`src/logic/wdu_defs.svh`:
```
`ifndef WDU_DEFS_SVH
`define WDU_DEFS_SVH

// register byte offsets
`define WDU_OFS_CTRL 8'h00
`define WDU_OFS_FLAGS 8'h04
`define WDU_OFS_IRQ_STAT 8'h08
`define WDU_OFS_IRQ_MASK 8'h0C
`define WDU_OFS_OPS 8'h10
`define WDU_OFS_COUNT 8'h14

// reset values
`define WDU_CTRL_RESET 8'h7A
`define WDU_FLAGS_RESET 2'h0
`define WDU_IRQ_RESET 2'h0

// control register fields
`define WDU_IDLE_KEEP_BIT 7
`define WDU_PSEL_HI 6
`define WDU_PSEL_LO 4
`define WDU_KEY_HI 3
`define WDU_KEY_LO 0
`define WDU_KEY_DISABLE 4'hA

// operation strobe bits
`define WDU_OP_SINGLE 0
`define WDU_OP_FIRST 1
`define WDU_OP_SECOND 2
`define WDU_OP_STOP 3

// flag and interrupt bits
`define WDU_FLAG_EXPIRY 0
`define WDU_FLAG_PWRDN 1
`define WDU_IRQ_OVF 0
`define WDU_IRQ_STOP 1

// timing
`define WDU_CORE_DIV_LAST 2'h3
`define WDU_STAGE_BASE 4'h8

`endif

```
`src/logic/wdu_pkg.sv`:
```
`include "wdu_defs.svh"
package wdu_pkg;

  typedef logic [7:0] wdu_ctrl_t;
  typedef logic [14:0] wdu_count_t;

  typedef enum logic [1:0] {
    WDU_HALF_NONE,
    WDU_HALF_FIRST,
    WDU_HALF_SECOND
  } wdu_half_e;

  // option and key together decide whether the timer runs
  function automatic logic wdu_enabled(input logic cfg_en, input logic [3:0] key);
    return cfg_en || (key != `WDU_KEY_DISABLE);
  endfunction

  // all stages below the selected carry stage are ones
  function automatic logic wdu_stage_full(input wdu_count_t c, input logic [2:0] s);
    logic [15:0] m;
    m = (16'h0001 << (4'(s) + `WDU_STAGE_BASE)) - 16'h0001;
    return (c & m[14:0]) == m[14:0];
  endfunction

endpackage

```
`src/logic/wdu_top.sv`:
```
// Implementation choices: the APB slave port and the placing of the registers.
`timescale 1ns/1ns
`include "wdu_defs.svh"
module wdu_top import wdu_pkg::*; (
  // clock, reset, enable
  input wire logic pclk,
  input wire logic presetn,
  input wire logic ce,
  // apb slave
  input wire logic psel,
  input wire logic penable,
  input wire logic pwrite,
  input wire logic [7:0] paddr,
  input wire logic [31:0] pwdata,
  output logic [31:0] prdata_r,
  output logic pready_r,
  output logic pslverr_r,
  // configuration options
  input wire logic cfg_core_div_src,
  input wire logic cfg_wdt_enable,
  input wire logic cfg_paired_kick,
  // core clocking and power state
  input wire logic core_tick,
  input wire logic low_rate_tick,
  input wire logic core_halted,
  input wire logic core_low_power,
  input wire logic external_init_n,
  // wake-up context
  input wire logic wake_event,
  input wire logic deep_stop_keep_low_clock,
  input wire logic crystal_osc,
  input wire logic fast_wake_enable,
  // outputs to the device
  output logic device_reset_r,
  output logic pc_sp_clear_r,
  output logic idle_core_clock_keep_r,
  output logic low_rate_clock_on_r,
  output logic wake_on_low_speed_osc_r,
  output logic irq_r
);

  // register state
  wdu_ctrl_t watchdog_control_r;
  wdu_ctrl_t watchdog_control_nxt;
  logic expiry_flag_r;
  logic expiry_flag_nxt;
  logic power_down_flag_r;
  logic power_down_flag_nxt;
  logic [1:0] irq_stat_r;
  logic [1:0] irq_stat_nxt;
  logic [1:0] irq_mask_r;
  logic [1:0] irq_mask_nxt;
  wdu_half_e half_r;
  wdu_half_e half_nxt;

  // bus state
  logic [31:0] prdata_nxt;
  logic pready_nxt;
  logic pslverr_nxt;

  // output state
  logic device_reset_nxt;
  logic pc_sp_clear_nxt;
  logic idle_keep_nxt;
  logic low_rate_on_nxt;
  logic wake_low_nxt;
  logic irq_nxt;

  // internal signals
  logic acc_w;
  logic wr_w;
  logic mapped_w;
  logic enabled_w;
  logic op_single;
  logic first_half_kick;
  logic second_half_kick;
  logic op_stop;
  logic kick_valid;
  logic cnt_clear;
  logic wd_tick;
  logic ovf;
  wdu_count_t count;

  function automatic logic wdu_mapped(input logic [7:0] a);
    return a == `WDU_OFS_CTRL || a == `WDU_OFS_FLAGS || a == `WDU_OFS_IRQ_STAT ||
           a == `WDU_OFS_IRQ_MASK || a == `WDU_OFS_OPS || a == `WDU_OFS_COUNT;
  endfunction

  function automatic logic op_bit(input logic w, input logic [7:0] a,
                                  input logic [31:0] d, input int b);
    return w && a == `WDU_OFS_OPS && d[b];
  endfunction

  // bus decode: access completes when pready is seen high
  assign acc_w = psel && penable && pready_r;
  assign wr_w = acc_w && pwrite && mapped_w;
  assign mapped_w = wdu_mapped(paddr);

  assign enabled_w = wdu_enabled(cfg_wdt_enable,
    watchdog_control_r[`WDU_KEY_HI:`WDU_KEY_LO]);

  // watchdog operations arrive as strobes in the operation register
  assign op_single = op_bit(wr_w, paddr, pwdata, `WDU_OP_SINGLE);
  assign first_half_kick = op_bit(wr_w, paddr, pwdata, `WDU_OP_FIRST);
  assign second_half_kick = op_bit(wr_w, paddr, pwdata, `WDU_OP_SECOND);
  assign op_stop = op_bit(wr_w, paddr, pwdata, `WDU_OP_STOP);

  // both halves in one write are ambiguous and ignored
  always_comb begin
    kick_valid = 1'b0;
    if (enabled_w) begin
      if (cfg_paired_kick) begin
        kick_valid = (first_half_kick && !second_half_kick && half_r != WDU_HALF_FIRST) ||
                     (second_half_kick && !first_half_kick && half_r != WDU_HALF_SECOND);
      end else begin
        kick_valid = op_single;
      end
    end
  end

  // disabled timer is held cleared so it restarts from zero
  assign cnt_clear = !external_init_n || kick_valid || op_stop || !enabled_w;

  wdu_tick_gen i_wdu_tick_gen (
    .pclk(pclk),
    .presetn(presetn),
    .ce(ce),
    .core_tick(core_tick),
    .low_rate_tick(low_rate_tick),
    .sel_core(cfg_core_div_src),
    .core_halted(core_halted),
    .run(enabled_w),
    .wd_tick(wd_tick)
  );

  wdu_stage_counter i_wdu_stage_counter (
    .pclk(pclk),
    .presetn(presetn),
    .ce(ce),
    .tick(wd_tick),
    .clear(cnt_clear),
    .sel(watchdog_control_r[`WDU_PSEL_HI:`WDU_PSEL_LO]),
    .count(count),
    .overflow(ovf)
  );

  // control, flags, interrupt and kick history
  always_comb begin
    watchdog_control_nxt = watchdog_control_r;
    expiry_flag_nxt = expiry_flag_r;
    power_down_flag_nxt = power_down_flag_r;
    irq_stat_nxt = irq_stat_r;
    irq_mask_nxt = irq_mask_r;
    half_nxt = half_r;
    if (wr_w && paddr == `WDU_OFS_CTRL) begin
      watchdog_control_nxt = pwdata[7:0];
    end
    if (wr_w && paddr == `WDU_OFS_IRQ_MASK) begin
      irq_mask_nxt = pwdata[1:0];
    end
    if (wr_w && paddr == `WDU_OFS_IRQ_STAT) begin
      irq_stat_nxt = irq_stat_r & ~pwdata[1:0];
    end
    if (ovf) begin
      irq_stat_nxt[`WDU_IRQ_OVF] = 1'b1;
    end
    if (op_stop) begin
      irq_stat_nxt[`WDU_IRQ_STOP] = 1'b1;
    end
    if (kick_valid && cfg_paired_kick) begin
      half_nxt = first_half_kick ? WDU_HALF_FIRST : WDU_HALF_SECOND;
    end
    if (kick_valid) begin
      power_down_flag_nxt = 1'b0;
    end
    if (op_stop) begin
      power_down_flag_nxt = 1'b1;
      expiry_flag_nxt = 1'b0;
    end
    if (ovf) begin
      expiry_flag_nxt = 1'b1;
    end
  end

  always_ff @(posedge pclk or negedge presetn) begin
    if (!presetn) begin
      watchdog_control_r <= `WDU_CTRL_RESET;
      expiry_flag_r <= 1'b0;
      power_down_flag_r <= 1'b0;
      irq_stat_r <= `WDU_IRQ_RESET;
      irq_mask_r <= `WDU_IRQ_RESET;
      half_r <= WDU_HALF_NONE;
    end else if (ce) begin
      watchdog_control_r <= watchdog_control_nxt;
      expiry_flag_r <= expiry_flag_nxt;
      power_down_flag_r <= power_down_flag_nxt;
      irq_stat_r <= irq_stat_nxt;
      irq_mask_r <= irq_mask_nxt;
      half_r <= half_nxt;
    end
  end

  // apb answer: one wait state, read data ready with pready
  always_comb begin
    pready_nxt = psel && penable && !pready_r;
    prdata_nxt = prdata_r;
    pslverr_nxt = 1'b0;
    if (psel && penable && !pready_r) begin
      pslverr_nxt = !mapped_w;
      prdata_nxt = 32'h0000_0000;
      if (!pwrite) begin
        unique case (paddr)
          `WDU_OFS_CTRL: prdata_nxt = {24'h00_0000, watchdog_control_r};
          `WDU_OFS_FLAGS: prdata_nxt = {30'h0000_0000, power_down_flag_r, expiry_flag_r};
          `WDU_OFS_IRQ_STAT: prdata_nxt = {30'h0000_0000, irq_stat_r};
          `WDU_OFS_IRQ_MASK: prdata_nxt = {30'h0000_0000, irq_mask_r};
          `WDU_OFS_COUNT: prdata_nxt = {17'h0_0000, count};
          default: prdata_nxt = 32'h0000_0000;
        endcase
      end
    end
  end

  always_ff @(posedge pclk or negedge presetn) begin
    if (!presetn) begin
      pready_r <= 1'b0;
      prdata_r <= 32'h0000_0000;
      pslverr_r <= 1'b0;
    end else if (ce) begin
      pready_r <= pready_nxt;
      prdata_r <= prdata_nxt;
      pslverr_r <= pslverr_nxt;
    end
  end

  // device-facing outputs
  always_comb begin
    device_reset_nxt = ovf && !core_low_power;
    pc_sp_clear_nxt = ovf && core_low_power;
    idle_keep_nxt = watchdog_control_nxt[`WDU_IDLE_KEEP_BIT];
    low_rate_on_nxt = enabled_w;
    wake_low_nxt = wake_on_low_speed_osc_r;
    if (wake_event) begin
      wake_low_nxt = deep_stop_keep_low_clock && crystal_osc && fast_wake_enable;
    end
    irq_nxt = |(irq_stat_nxt & irq_mask_nxt);
  end

  always_ff @(posedge pclk or negedge presetn) begin
    if (!presetn) begin
      device_reset_r <= 1'b0;
      pc_sp_clear_r <= 1'b0;
      idle_core_clock_keep_r <= 1'b0;
      low_rate_clock_on_r <= 1'b0;
      wake_on_low_speed_osc_r <= 1'b0;
      irq_r <= 1'b0;
    end else if (ce) begin
      device_reset_r <= device_reset_nxt;
      pc_sp_clear_r <= pc_sp_clear_nxt;
      idle_core_clock_keep_r <= idle_keep_nxt;
      low_rate_clock_on_r <= low_rate_on_nxt;
      wake_on_low_speed_osc_r <= wake_low_nxt;
      irq_r <= irq_nxt;
    end
  end

  AST_NORMAL_OVF_RESET: assert property (@(posedge pclk) disable iff (!presetn)
    ovf && !core_low_power |=> device_reset_r && !pc_sp_clear_r && expiry_flag_r)
    else $error("normal overflow did not reset device");

  AST_SLEEP_OVF_PCSP: assert property (@(posedge pclk) disable iff (!presetn)
    ovf && core_low_power |=> pc_sp_clear_r && !device_reset_r && expiry_flag_r)
    else $error("low power overflow wrong action");

  AST_SLEEP_OVF_KEEPS_CTRL: assert property (@(posedge pclk) disable iff (!presetn)
    ovf && core_low_power && !wr_w |=> $stable(watchdog_control_r))
    else $error("low power overflow changed control");

  AST_DISABLED_HELD: assert property (@(posedge pclk) disable iff (!presetn)
    ce && !cfg_wdt_enable && watchdog_control_r[3:0] == 4'hA ##1 ce
    |-> count == 15'h0000 && !low_rate_clock_on_r)
    else $error("disabled timer still counting");

  AST_KEY_KEEPS_RUN: assert property (@(posedge pclk) disable iff (!presetn)
    ce && (cfg_wdt_enable || watchdog_control_r[3:0] != 4'hA) |=> low_rate_clock_on_r)
    else $error("timer stopped with enabling key");

  AST_DISABLED_NOP: assert property (@(posedge pclk) disable iff (!presetn)
    ce && !enabled_w && !op_stop |=> $stable(power_down_flag_r) && half_r == $past(half_r))
    else $error("disabled timer changed by kick");

  AST_KICK_CLEARS: assert property (@(posedge pclk) disable iff (!presetn)
    ce && (kick_valid || !external_init_n || op_stop) |=> count == 15'h0000)
    else $error("count not cleared");

  AST_KICK_CLEARS_PWRDN: assert property (@(posedge pclk) disable iff (!presetn)
    ce && kick_valid && !op_stop |=> !power_down_flag_r)
    else $error("accepted kick left power-down flag set");

  AST_OVF_IRQ_SET: assert property (@(posedge pclk) disable iff (!presetn)
    ovf |=> irq_stat_r[`WDU_IRQ_OVF])
    else $error("overflow did not set interrupt status");

  AST_PAIR_REPEAT: assert property (@(posedge pclk) disable iff (!presetn)
    ce && enabled_w && cfg_paired_kick && half_r == WDU_HALF_FIRST && first_half_kick
    && !second_half_kick && !op_stop && external_init_n && count != 15'h0000 && !ovf
    |=> count != 15'h0000 || ovf)
    else $error("repeated half kick cleared count");

  AST_STOP_FLAGS: assert property (@(posedge pclk) disable iff (!presetn)
    ce && op_stop && !ovf |=> power_down_flag_r && !expiry_flag_r ##1 count <= 15'h0001)
    else $error("stop flags wrong");

  AST_IDLE_BIT: assert property (@(posedge pclk) disable iff (!presetn)
    ce && wr_w && paddr == `WDU_OFS_CTRL |=> idle_core_clock_keep_r == $past(pwdata[7]))
    else $error("idle clock bit mismatch");

  AST_APB_WAIT: assert property (@(posedge pclk) disable iff (!presetn)
    ce && psel && penable && !pready_r |=> pready_r ##1 (!pready_r || !$past(ce)))
    else $error("apb ready timing wrong");

endmodule

```
`src/logic/wdu_tick_gen.sv`:
```
`timescale 1ns/1ns
`include "wdu_defs.svh"
module wdu_tick_gen import wdu_pkg::*; (
  // clock and reset
  input wire logic pclk,
  input wire logic presetn,
  input wire logic ce,
  // clock sources
  input wire logic core_tick,
  input wire logic low_rate_tick,
  input wire logic sel_core,
  input wire logic core_halted,
  input wire logic run,
  // tick out
  output logic wd_tick
);

  logic [1:0] div_r;
  logic [1:0] div_nxt;
  logic tick_r;
  logic tick_nxt;

  always_comb begin
    div_nxt = div_r;
    tick_nxt = 1'b0;
    if (!run) begin
      div_nxt = 2'h0;
    end else if (sel_core) begin
      // core ticks are divided by four and not counted while the core clock is halted
      if (core_tick && !core_halted) begin
        if (div_r == `WDU_CORE_DIV_LAST) begin
          div_nxt = 2'h0;
          tick_nxt = 1'b1;
        end else begin
          div_nxt = div_r + 2'h1;
        end
      end
    end else begin
      tick_nxt = low_rate_tick;
    end
  end

  always_ff @(posedge pclk or negedge presetn) begin
    if (!presetn) begin
      div_r <= 2'h0;
      tick_r <= 1'b0;
    end else if (ce) begin
      div_r <= div_nxt;
      tick_r <= tick_nxt;
    end
  end

  assign wd_tick = tick_r;

  AST_HALT_NO_TICK: assert property (@(posedge pclk) disable iff (!presetn)
    ce && run && sel_core && core_halted |=> !tick_r)
    else $error("tick while core clock halted");

endmodule

```
`src/logic/wdu_stage_counter.sv`:
```
`timescale 1ns/1ns
`include "wdu_defs.svh"
module wdu_stage_counter import wdu_pkg::*; (
  // clock and reset
  input wire logic pclk,
  input wire logic presetn,
  input wire logic ce,
  // control
  input wire logic tick,
  input wire logic clear,
  input wire logic [2:0] sel,
  // state
  output wdu_count_t count,
  output logic overflow
);

  wdu_count_t cnt_r;
  wdu_count_t cnt_nxt;
  logic ovf_r;
  logic ovf_nxt;

  always_comb begin
    cnt_nxt = cnt_r;
    ovf_nxt = 1'b0;
    if (clear) begin
      cnt_nxt = '0;
    end else if (tick) begin
      if (wdu_stage_full(cnt_r, sel)) begin
        cnt_nxt = '0;
        ovf_nxt = 1'b1;
      end else begin
        cnt_nxt = cnt_r + 15'h0001;
      end
    end
  end

  always_ff @(posedge pclk or negedge presetn) begin
    if (!presetn) begin
      cnt_r <= '0;
      ovf_r <= 1'b0;
    end else if (ce) begin
      cnt_r <= cnt_nxt;
      ovf_r <= ovf_nxt;
    end
  end

  assign count = cnt_r;
  assign overflow = ovf_r && ce;

  AST_PERIOD_CARRY: assert property (@(posedge pclk) disable iff (!presetn)
    ce && tick && !clear && cnt_r == 15'((16'h0001 << (4'(sel) + 4'h8)) - 16'h0001)
    |=> ovf_r && cnt_r == 15'h0000)
    else $error("no overflow at selected stage");

endmodule

```
`config.mk`:
```
export PLATFORM = sky130hd
export DESIGN_NAME = wdu_top
export DESIGN_NICKNAME = d
export VERILOG_FILES = /design/src/logic/wdu_pkg.sv /design/src/logic/wdu_top.sv /design/src/logic/wdu_tick_gen.sv /design/src/logic/wdu_stage_counter.sv
export VERILOG_INCLUDE_DIRS = /design/src /design/src/logic
export SDC_FILE = /design/constraint.sdc
export NUM_CORES = 1
export LEC_CHECK = 0
export BUFFER_PORTS_ARGS = -buffer_cell sky130_fd_sc_hd__buf_2
export CORE_MARGIN = 1.5
export CORE_UTILIZATION = 43
export CTS_CLUSTER_DIAMETER = 40
export DETAILED_ROUTE_END_ITERATION = 6
export PLACE_DENSITY = 0.71
export RECOVER_POWER = 25
export SLEW_MARGIN = 20
export SYNTH_ARGS = -nofsm -noshare
export SYNTH_HDL_FRONTEND = slang
export SYNTH_SLANG_ARGS = --single-unit
```
`constraint.sdc`:
```
create_clock -name pclk -period 2.5 [get_ports pclk]
set_clock_uncertainty 0.15 [all_clocks]
set_input_delay 0.5 -clock pclk [delete_from_list [all_inputs] [get_ports pclk]]
set_output_delay 0.5 -clock pclk [all_outputs]
set_load 0.005 [all_outputs]
```
* Word level (Yosys, flattened, before mapping)
Index checks and enable logic that the tools add are counted.
Operators by class: add/sub/neg operators 4, multiply operators 0, div/mod/pow operators 0, magnitude comparators 0, eq/ne operators 12, shift-type cells 1, multiplexer cells 28, bitwise logic cells 4, reduce and logical (&&, ||, !) cells 55
Operator list (count):
- $pmux W15 S5 | 1
- $mux W15 | 4
- $logic_and A1 B1 Y1 | 24
- $eq A8 B4 Y1 const B | 2
- $eq A8 B5 Y1 const B | 2
- $mux W1 | 16
- $add A15 B1 Y15 const B | 1
- $and A15 B15 Y15 | 1
- $eq A15 B15 Y1 | 1
- $shl A1 B4 Y15 const A | 1
- $sub A15 B1 Y15 const B | 1
- $mux W2 | 7
- $reduce_and A2 Y1 | 7
- $logic_or A1 B1 Y1 | 10
- $eq A8 B3 Y1 const B | 1
- $logic_not A1 Y1 | 8
- $logic_not A8 Y1 | 1
- $ne A2 B2 Y1 const B | 3
- $reduce_bool A2 Y1 | 3
- $add A3 B4 Y4 const B | 1
- $and A2 B2 Y2 | 2
- $ne A4 B4 Y1 const B | 1
- $reduce_and A3 Y1 | 1
- $add A2 B1 Y2 const B | 1
- 4 further kinds | 4
Word-level totals: flip-flop bits (word level) 74, bits in latches 0, RAM bits 0, bits in read-only memories 0, bits of input ports 58, output and inout bits 40, word-level logic and storage cells 123, memories 0

* Depth between registers and ports, before layout
Gate-level depths: netlist of run 1.
depth after elaboration 20, gate-level depth with buffers 12

* Hierarchy
A second synthesis of run 1 with hierarchy kept.
Unflattened totals: cell total of the unflattened synthesis 330, area, all modules 3303.2 um^2
By module, submodules not included:
- wdu_top | instances 1, cells an instance 199, area an instance 2112.0 um^2
- wdu_stage_counter | instances 1, cells an instance 113, area an instance 1003.5 um^2
- wdu_tick_gen | instances 1, cells an instance 18, area an instance 187.7 um^2

* Worst setup path before layout of run 1
No wires, ideal clock.
kind register to register, from register watchdog_control_r[6], to register i_wdu_stage_counter.cnt_r[7], in the netlist i_wdu_stage_counter.count[7], arrival time 2.358 ns, required time 2.222 ns, slack -0.136 ns, stages on the path, launching flop included 12, path buffers 3, period minus slack after synthesis 2.636 ns, cell sequence dfstp_2 clkbuf_1 or3_1 ha_1 buf_2 xnor2_1 a31oi_1 a21oi_1 a211o_1 clkbuf_1 a31oi_1 o22ai_1
On the way: longest elaborated chain between the ends 8
Ends and longest elaborated chain:
- start, declared | line wdu_top.sv:43 | wdu_ctrl_t watchdog_control_r;
- start signal, assigned | line wdu_top.sv:187 | watchdog_control_r <= `WDU_CTRL_RESET;
- start signal, assigned | line wdu_top.sv:194 | watchdog_control_r <= watchdog_control_nxt;
- $add A3 B4 Y4 (no line) (*)
- $shl A1 B4 Y15 (*) | line wdu_pkg.sv:21 | m = (16'h0001 << (4'(s) + `WDU_STAGE_BASE)) - 16'h0001;
- $sub A15 B1 Y15 (*) | line wdu_pkg.sv:21
- $and A15 B15 Y15 | line wdu_pkg.sv:22 | return (c & m[14:0]) == m[14:0];
- $eq A15 B15 Y1 (*) | line wdu_pkg.sv:22
- $mux W15 (*) | line wdu_stage_counter.sv:28 | if (wdu_stage_full(cnt_r, sel)) begin
- $mux W15 (*) | line wdu_stage_counter.sv:27 | end else if (tick) begin
- $mux W15 (*) | line wdu_stage_counter.sv:25 | if (clear) begin
- end signal, assigned | line wdu_stage_counter.sv:42 | cnt_r <= cnt_nxt;
- end, declared | line wdu_stage_counter.sv:17 | wdu_count_t cnt_r;
Every way passes the cells marked *; elsewhere a longest branch is shown, timed or not. The select of a mux whose other input is x is not followed. A chain may end at the register's enable or synchronous reset.

* Worst setup path in the final report of run 1
from register watchdog_control_r[6], to register i_wdu_stage_counter.cnt_r[14], in the netlist i_wdu_stage_counter.count[14]
The elaborated chain is that of the path after synthesis.

==> results of run 1 <==
## flip-flops by register name, indices dropped and copies added, names as in the netlist
| register | count |
|---|---|
| i_wdu_stage_counter.count | 15 |
| prdata_r | 15 |
| watchdog_control_r | 8 |
| half_r | 2 |
| i_wdu_tick_gen.div_r | 2 |
| irq_mask_r | 2 |
| irq_stat_r | 2 |
| device_reset_r | 1 |
| expiry_flag_r | 1 |
| i_wdu_stage_counter.ovf_r | 1 |
| i_wdu_tick_gen.wd_tick | 1 |
| irq_r | 1 |
| low_rate_clock_on_r | 1 |
| pc_sp_clear_r | 1 |
| power_down_flag_r | 1 |
| pready_r | 1 |
| pslverr_r | 1 |
| wake_on_low_speed_osc_r | 1 |
## layer usage
| metal | up-vias | part of all wire (%) | global-route usage (%) |
|---|---|---|---|
| met2 | 71 | 48 | 32.0 |
| li1 | 1324 | - | - |
| met5 | - | 0 | 0 |
| met1 | 1301 | 46 | 23.7 |
| met3 | 9 | 4.4 | 3.05 |
| met4 | 0 | 1.4 | 5.03 |
## final timing paths
path | startpoint | end | depth (start not counted)
setup / recovery | watchdog_control_r[6]$_DFFE_PN1P_ | i_wdu_stage_counter.count[14]$_DFFE_PN0P_ | 9
hold / removal | core_low_power | device_reset_r$_DFFE_PN0P_ | 2
setup reg to reg | watchdog_control_r[6]$_DFFE_PN1P_ | i_wdu_stage_counter.count[14]$_DFFE_PN0P_ | 9
hold reg to reg | power_down_flag_r$_DFFE_PN0P_ | power_down_flag_r$_DFFE_PN0P_ | 2
max in group asynchronous | presetn | prdata_r[9]$_DFFE_PN0P_ | 3
min in group asynchronous | presetn | i_wdu_tick_gen.div_r[0]$_DFFE_PN0P_ | 2
## power by group through the flow
stage,clock network (W),registers (W),logic (W)
after floorplan,0,0.000977,0.000114
after global placement,0,0.000978,0.000174
after detailed placement,0,0.000980,0.000179
after CTS,0.000994,0.000963,0.000181
after global routing,0.00104,0.000965,0.000203
final,0.000977,0.000964,0.000178
## worst register-to-register path, cell delays in order, from the launching register on
cell and delay [ns]:
dfstp_2 0.38, or3_4 0.39, ha_4 0.19, nor4b_1 0.29, a311oi_1 0.10, a21oi_1 0.14
a211o_1 0.16, buf_12 0.17, nand2_1 0.13, o22ai_1 0.21
## stage by stage
step / setup TNS [ns] / setup slack (ns) / hold slack (ns) / cell area [µm²] / total power [W]
3_5_place_dp: 0 / 0.0421 / 0.199 / 3640 / 0.00116
6_report: 0 / 0.0997 / 0.199 / 3910 / 0.00212
2_1_floorplan: 0 / 0.0126 / 0.0544 / 3300 / 0.00109
3_3_place_gp: 0 / 0.0623 / 0.193 / 3640 / 0.00115
4_1_cts: 0 / 0.116 / 0.187 / 3880 / 0.00214
5_1_grt: -0.0112 / -0.0112 / 0.183 / 3910 / 0.00221
## kinds of logic after synthesis
| kind of cell | count (synthesis) | synth area share [%] |
|---|---|---|
| simple gates | 114 | 20.5 |
| compound gates | 86 | 19.1 |
| flops | 57 | 44.7 |
| buf+inv | 48 | 8.31 |
| mux | 17 | 5.85 |
| fa+ha+maj | 3 | 1.17 |
| other cells | 1 | 0.117 |
| xor+xnor | 1 | 0.273 |
## repair_timing
item | 4_1_cts | 5_1_grt
setup endpoints to repair | 0 | 9
buffers inserted | 0 | 1
gates resized for setup | 0 | 4
endpoints found under the hold margin | 6 | 0
hold buffers | 1 | 0
## cell type report
type	count	area [µm²]
fill	656	3310
multi-input combinational	238	1600
sequential	57	1430
timing repair buffer	79	470
clock buffer	11	151
tap	99	124
clock inverter	5	77.6
inverter	14	52.6
## layout by cell type, fill, tap and decap left out, drive strengths merged, types with 6 or more instances in the layout
cell type,n
clkbuf,15
a22oi,9
nand3,17
a31oi,18
o21ai,20
a21oi,7
nand2,33
nand4,8
dfrtp,52
nor2,20
buf,74
nand3b,6
a22o,10
conb,17
mux2,14
inv,13
==> flow_summary.json, run 1 <==
{
  "seq_area_frac_synth_pct": 44.7,
  "grt_overflow": 0,
  "hold_class": "in -> reg",
  "fin_util_pct": 54.1,
  "antennaDiodeCount": 0,
  "critical_path.top_delay_family": "simple AND/OR/NAND/NOR gates",
  "p_sw_w": 0.000485,
  "vias": 2705,
  "core_um2": 7210,
  "initial_utilization_pct": 44.4,
  "remaining_drc_errors": 0,
  "grt_max_degree": 30,
  "sw_frac_of_total_pct": 22.9,
  "max_stage_delay_ns": 0.39,
  "placed_cells": 485,
  "ios": 98,
  "combPwrFrac_pct": 8.4,
  "gp_congestion": 0.832,
  "io_buffers": 56,
  "nNetsFinal": 460,
  "tightest_slew_ns": 0.689,
  "dr.pass1.iters": 4,
  "fin_cells": 503,
  "clkSlewWorstSetupHoldPaths_ns": 0.06,
  "status": "finished, final reports clean",
  "cts_tree": "built",
  "pwr-share-clk_pct": 46.1,
  "slew_viol_final": 0,
  "synth_area_um2": 3210,
  "end_kind": "flop",
  "ys_seq_elements": 57,
  "root_buffer": "clkbuf_8",
  "pwr-share-seq_pct": 45.5,
  "cts_htree_levels": 3,
  "clock_latency_ns": 0.33,
  "cp_num_buf_inv": 1,
  "yosysMostFrequentCell": "dfrtp_1",
  "die-area_um2": 7980,
  "dr.first_iter.drc_count": 204,
  "drive_gt1_share_pct": 29.2,
  "r2r_setup_slack_ns": 0.1,
  "ys.warnings.count": 0,
  "cts_buffers": 9,
  "area_growth_syn_to_layout_pct": 21.8,
  "grt_use_total_pct": 18.4,
  "antenna_found_initial": 0,
  "synth_top_area_share_pct": 40.6,
  "criticalPathCategory": "reg -> reg",
  "syn_avg_cell_area_um2": 9.80,
  "maxCapViolCount": 0,
  "cp.required_ns": 2.59,
  "powerDensity_nw_per_um2": 543,
  "first_global_vias": 2488,
  "ys_types": 59,
  "vias_per_cell": 5.38,
  "worstSetupStartpointType": "flop",
  "row_count": 31,
  "synth_ff_type": "dfrtp_1",
  "clkSinkCount": 57,
  "critPathMaxFanout": 24,
  "wl_per_cell_um": 14.2,
  "async_flop_share_pct": 100,
  "post-route-min-period_ns": 2.40,
  "cp_cell_sequence": "or3_4 -> ha_4 -> nor4b_1 -> a311oi_1 -> a21oi_1 -> a211o_1 -> buf_12 -> nand2_1 -> o22ai_1",
  "fp.dieW_um": 89.3,
  "slowest_stage": "or3_4",
  "setup_violations": 0,
  "yosys-top-cells-area": "dfrtp_1 41%, dfstp_2 4.1%, buf_4 4.0%, nand2_1 3.9%, a31oi_1 3.5%",
  "synth_common_cells": "52 x dfrtp_1, 33 x nand2_1, 19 x nor2_1",
  "fmax_mhz": 417,
  "vdd_ir_drop_max_uv": 333,
  "hold_viol_final": 0,
  "die_h_um": 89.3,
  "intPower_w": 0.00163,
  "grt_pass1_wl_mm": 11.4,
  "yosys.area.top_type": "dfrtp_1",
  "cts_buffer_depth": 2,
  "ant_nets": 0,
  "slew-limit-headroom_pct": 54.1,
  "power.leakage_nw": 1.80,
  "dp_hpwl_mm": 5.38,
  "drt-total-wl_mm": 7.15,
  "synth_edf_count": 0,
  "synth_cells": 327,
  "cp.arrival_ns": 2.49,
  "timing.final.crit_share_pct": 96.0
}
Note: power is estimated with default switching activity, not from simulation.
==> run 2, diff against run 1 <==
Settings changed: BUFFER_PORTS_ARGS -buffer_cell sky130_fd_sc_hd__buf_2 to -buffer_cell sky130_fd_sc_hd__buf_4, CELL_PAD_IN_SITES_DETAIL_PLACEMENT set to 1, CELL_PAD_IN_SITES_GLOBAL_PLACEMENT set to 2, CORE_UTILIZATION 43 to 28, PLACE_DENSITY 0.71 to unset, PLACE_DENSITY_LB_ADDON set to 0.1, SETUP_SLACK_MARGIN set to 0.1.
==> run 2 against run 1 <==
  * Design area is 8.3% higher
  * Critical path depth stayed put
  * Combinational power up 20%
  * Sequential cell count did not move
  * The flow now finishes with violations (max-capacitance violations, max-slew violations)
  * Critical path type unchanged
  * Total power increased by 9.0%
  * Count of clock-buffer cells in the layout down 1
==> flow_summary.json, run 2 (synthesis gave the netlist of run 1 again) <==
{
  "clock_latency_ns": 0.33,
  "cts_buffer_depth": 2,
  "drt-total-wl_mm": 9.34,
  "slew-limit-headroom_pct": -0.515,
  "die-area_um2": 12100,
  "cts_buffers": 9,
  "place_ws_ns": -0.122,
  "hold_class": "in -> reg",
  "max_stage_delay_ns": 0.39,
  "grt_overflow": 0,
  "maxCapViolCount": 1,
  "fmax_mhz": 420,
  "cts_htree_levels": 3,
  "violations": "max-capacitance violations, max-slew violations",
  "critPathMaxFanout": 11,
  "io_buffers": 56,
  "antenna_found_initial": 0,
  "cp_cell_sequence": "or3_4 -> ha_4 -> nor2b_4 -> a31oi_1 -> a21oi_1 -> a211o_1 -> buf_6 -> a31oi_2 -> o22ai_1",
  "grt_use_total_pct": 16.7,
  "p_sw_w": 0.000573,
  "pwr-share-seq_pct": 41.7,
  "initial_utilization_pct": 29.2,
  "final_cell_mix": "81 x buf_4, 52 x dfrtp_1, 33 x nand2_1",
  "dp_hpwl_mm": 6.91,
  "cts_tree": "built",
  "power.leakage_nw": 1.90,
  "row_count": 38,
  "nNetsFinal": 466,
  "final_common_cell": "buf_4",
  "grt_max_degree": 58,
  "dr.pass1.iters": 4,
  "post-route-min-period_ns": 2.38,
  "fin_util_pct": 38.5,
  "pwr-share-clk_pct": 49.0,
  "powerDensity_nw_per_um2": 546,
  "fin_cells": 550,
  "first_global_vias": 2885,
  "fp.dieW_um": 110,
  "cp.arrival_ns": 2.44,
  "cts_hold_buf": 0,
  "combPwrFrac_pct": 9.3,
  "wl_per_cell_um": 17.0,
  "top_regs": "i_wdu_stage_counter.count x15, prdata_r x15, watchdog_control_r x8",
  "cp_num_buf_inv": 1,
  "setup_violations": 0,
  "ios": 98,
  "vias_per_cell": 5.07,
  "core_um2": 11000,
  "tightest_slew_ns": 1.51,
  "vias": 2787,
  "end_kind": "flop",
  "area_growth_syn_to_layout_pct": 31.9,
  "vdd_ir_drop_max_uv": 277,
  "ant_nets": 0,
  "status": "complete, but fails checks",
  "gp_congestion": 0.709,
  "nFillCells": 1256,
  "placed_cells": 532,
  "worstSetupStartpointType": "flop",
  "dr.first_iter.drc_count": 78,
  "drive_gt1_share_pct": 32.0,
  "sw_frac_of_total_pct": 24.8,
  "critical_path.top_delay_family": "compound AO/OA/AOI/OAI gates",
  "layout_setup_ws_ns": 0.118,
  "remaining_drc_errors": 0,
  "clkSinkCount": 57,
  "clkSlewWorstSetupHoldPaths_ns": 0.05,
  "intPower_w": 0.00174,
  "timing.final.crit_share_pct": 95.3,
  "multiInputGateArea_um2": 1640,
  "die_h_um": 110,
  "slowest_stage": "or3_4",
  "cp.required_ns": 2.56,
  "hold_viol_final": 0,
  "seqCellArea_um2": 1430,
  "rsz0062_at_grt": "yes",
  "root_buffer": "clkbuf_16",
  "grt_pass1_wl_mm": 15.2,
  "slew_viol_final": 57,
  "antennaDiodeCount": 0,
  "criticalPathCategory": "reg -> reg"
}
==> run 2: cell count changes in the layout (fill, tap and decap cells not counted), sizes merged <==
cell | before | now
buf | 74 | 84
clkbuf | 15 | 11
clkinv | 3 | 7
bufinv | 2 | 0
clkinvlp | 1 | 0
dlygate4sd3 | 1 | 0
==> run 2: power groups by stage <==
| stage | clock network [W] | logic [W] | registers [W] |
|---|---|---|---|
| final | 0.00113 | 0.000214 | 0.000964 |
| after global routing | 0.00121 | 0.000241 | 0.000966 |
| after CTS | 0.00115 | 0.000215 | 0.000964 |
| after detailed placement | 0 | 0.000214 | 0.000980 |
| after global placement | 0 | 0.000207 | 0.000978 |
| after floorplan | 0 | 0.000115 | 0.000977 |
==> run 2: per-stage QoR <==
stage | hold slack [ns] | setup TNS (ns) | power [W] | cell area, µm²
after floorplan | 0.0544 | 0 | 0.00109 | 3320
after global placement | 0.316 | -0.455 | 0.00118 | 3870
after detailed placement | 0.323 | -0.482 | 0.00119 | 3870
after CTS | 0.138 | 0 | 0.00233 | 4150
after global routing | 0.215 | -0.00569 | 0.00242 | 4230
final | 0.192 | 0 | 0.00231 | 4230
==> run 2: repair_timing <==
item	4_1_cts	5_1_grt
pin swaps	0	3
cloned	0	0
resized for setup	0	9
setup buffers	1	1
setup endpoints to repair	12	13
==> run 2: layout make-up <==
cell class / instances / share of cell area, %
clock buffers: 10 / 5.65
clock inverters: 6 / 0.799
inverters: 14 / 1.24
multi-input cells: 238 / 38.8
flip-flops and latches: 57 / 33.9
well taps: 140 / 4.14
repair buffers: 85 / 15.5
==> run 2: routing by layer <==
layer  share of wire [%]  track usage, %  vias up
met4                 1.5            6.12        0
met5                   0               0        -
met3                 5.0            2.70       10
met1                  51            24.5     1378
li1                    -               -     1333
met2                  42            24.7       66
==> run 2: worst reg2reg max path, cell delays in order (launching register included) <==
cell	delay [ns]
dfstp_2	0.38
or3_4	0.39
ha_4	0.20
nor2b_4	0.13
a31oi_1	0.16
a21oi_1	0.09
a211o_1	0.33
buf_6	0.17
a31oi_2	0.16
o22ai_1	0.10
==> run 2: final timing paths <==
| path | start | to | slack, ns | cells past startpoint |
|---|---|---|---|---|
| max in group asynchronous | presetn | pslverr_r$_DFFE_PN0P_ | 0.91 | 1 |
| hold reg to reg | power_down_flag_r$_DFFE_PN0P_ | power_down_flag_r$_DFFE_PN0P_ | 0.33 | 2 |
| setup reg to reg | watchdog_control_r[5]$_DFFE_PN1P_ | i_wdu_stage_counter.count[14]$_DFFE_PN0P_ | 0.12 | 9 |
| hold / removal | core_low_power | device_reset_r$_DFFE_PN0P_ | 0.19 | 2 |
| setup / recovery | watchdog_control_r[5]$_DFFE_PN1P_ | i_wdu_stage_counter.count[14]$_DFFE_PN0P_ | 0.12 | 9 |
| min in group asynchronous | presetn | half_r[0]$_DFFE_PN0P_ | 0.37 | 1 |
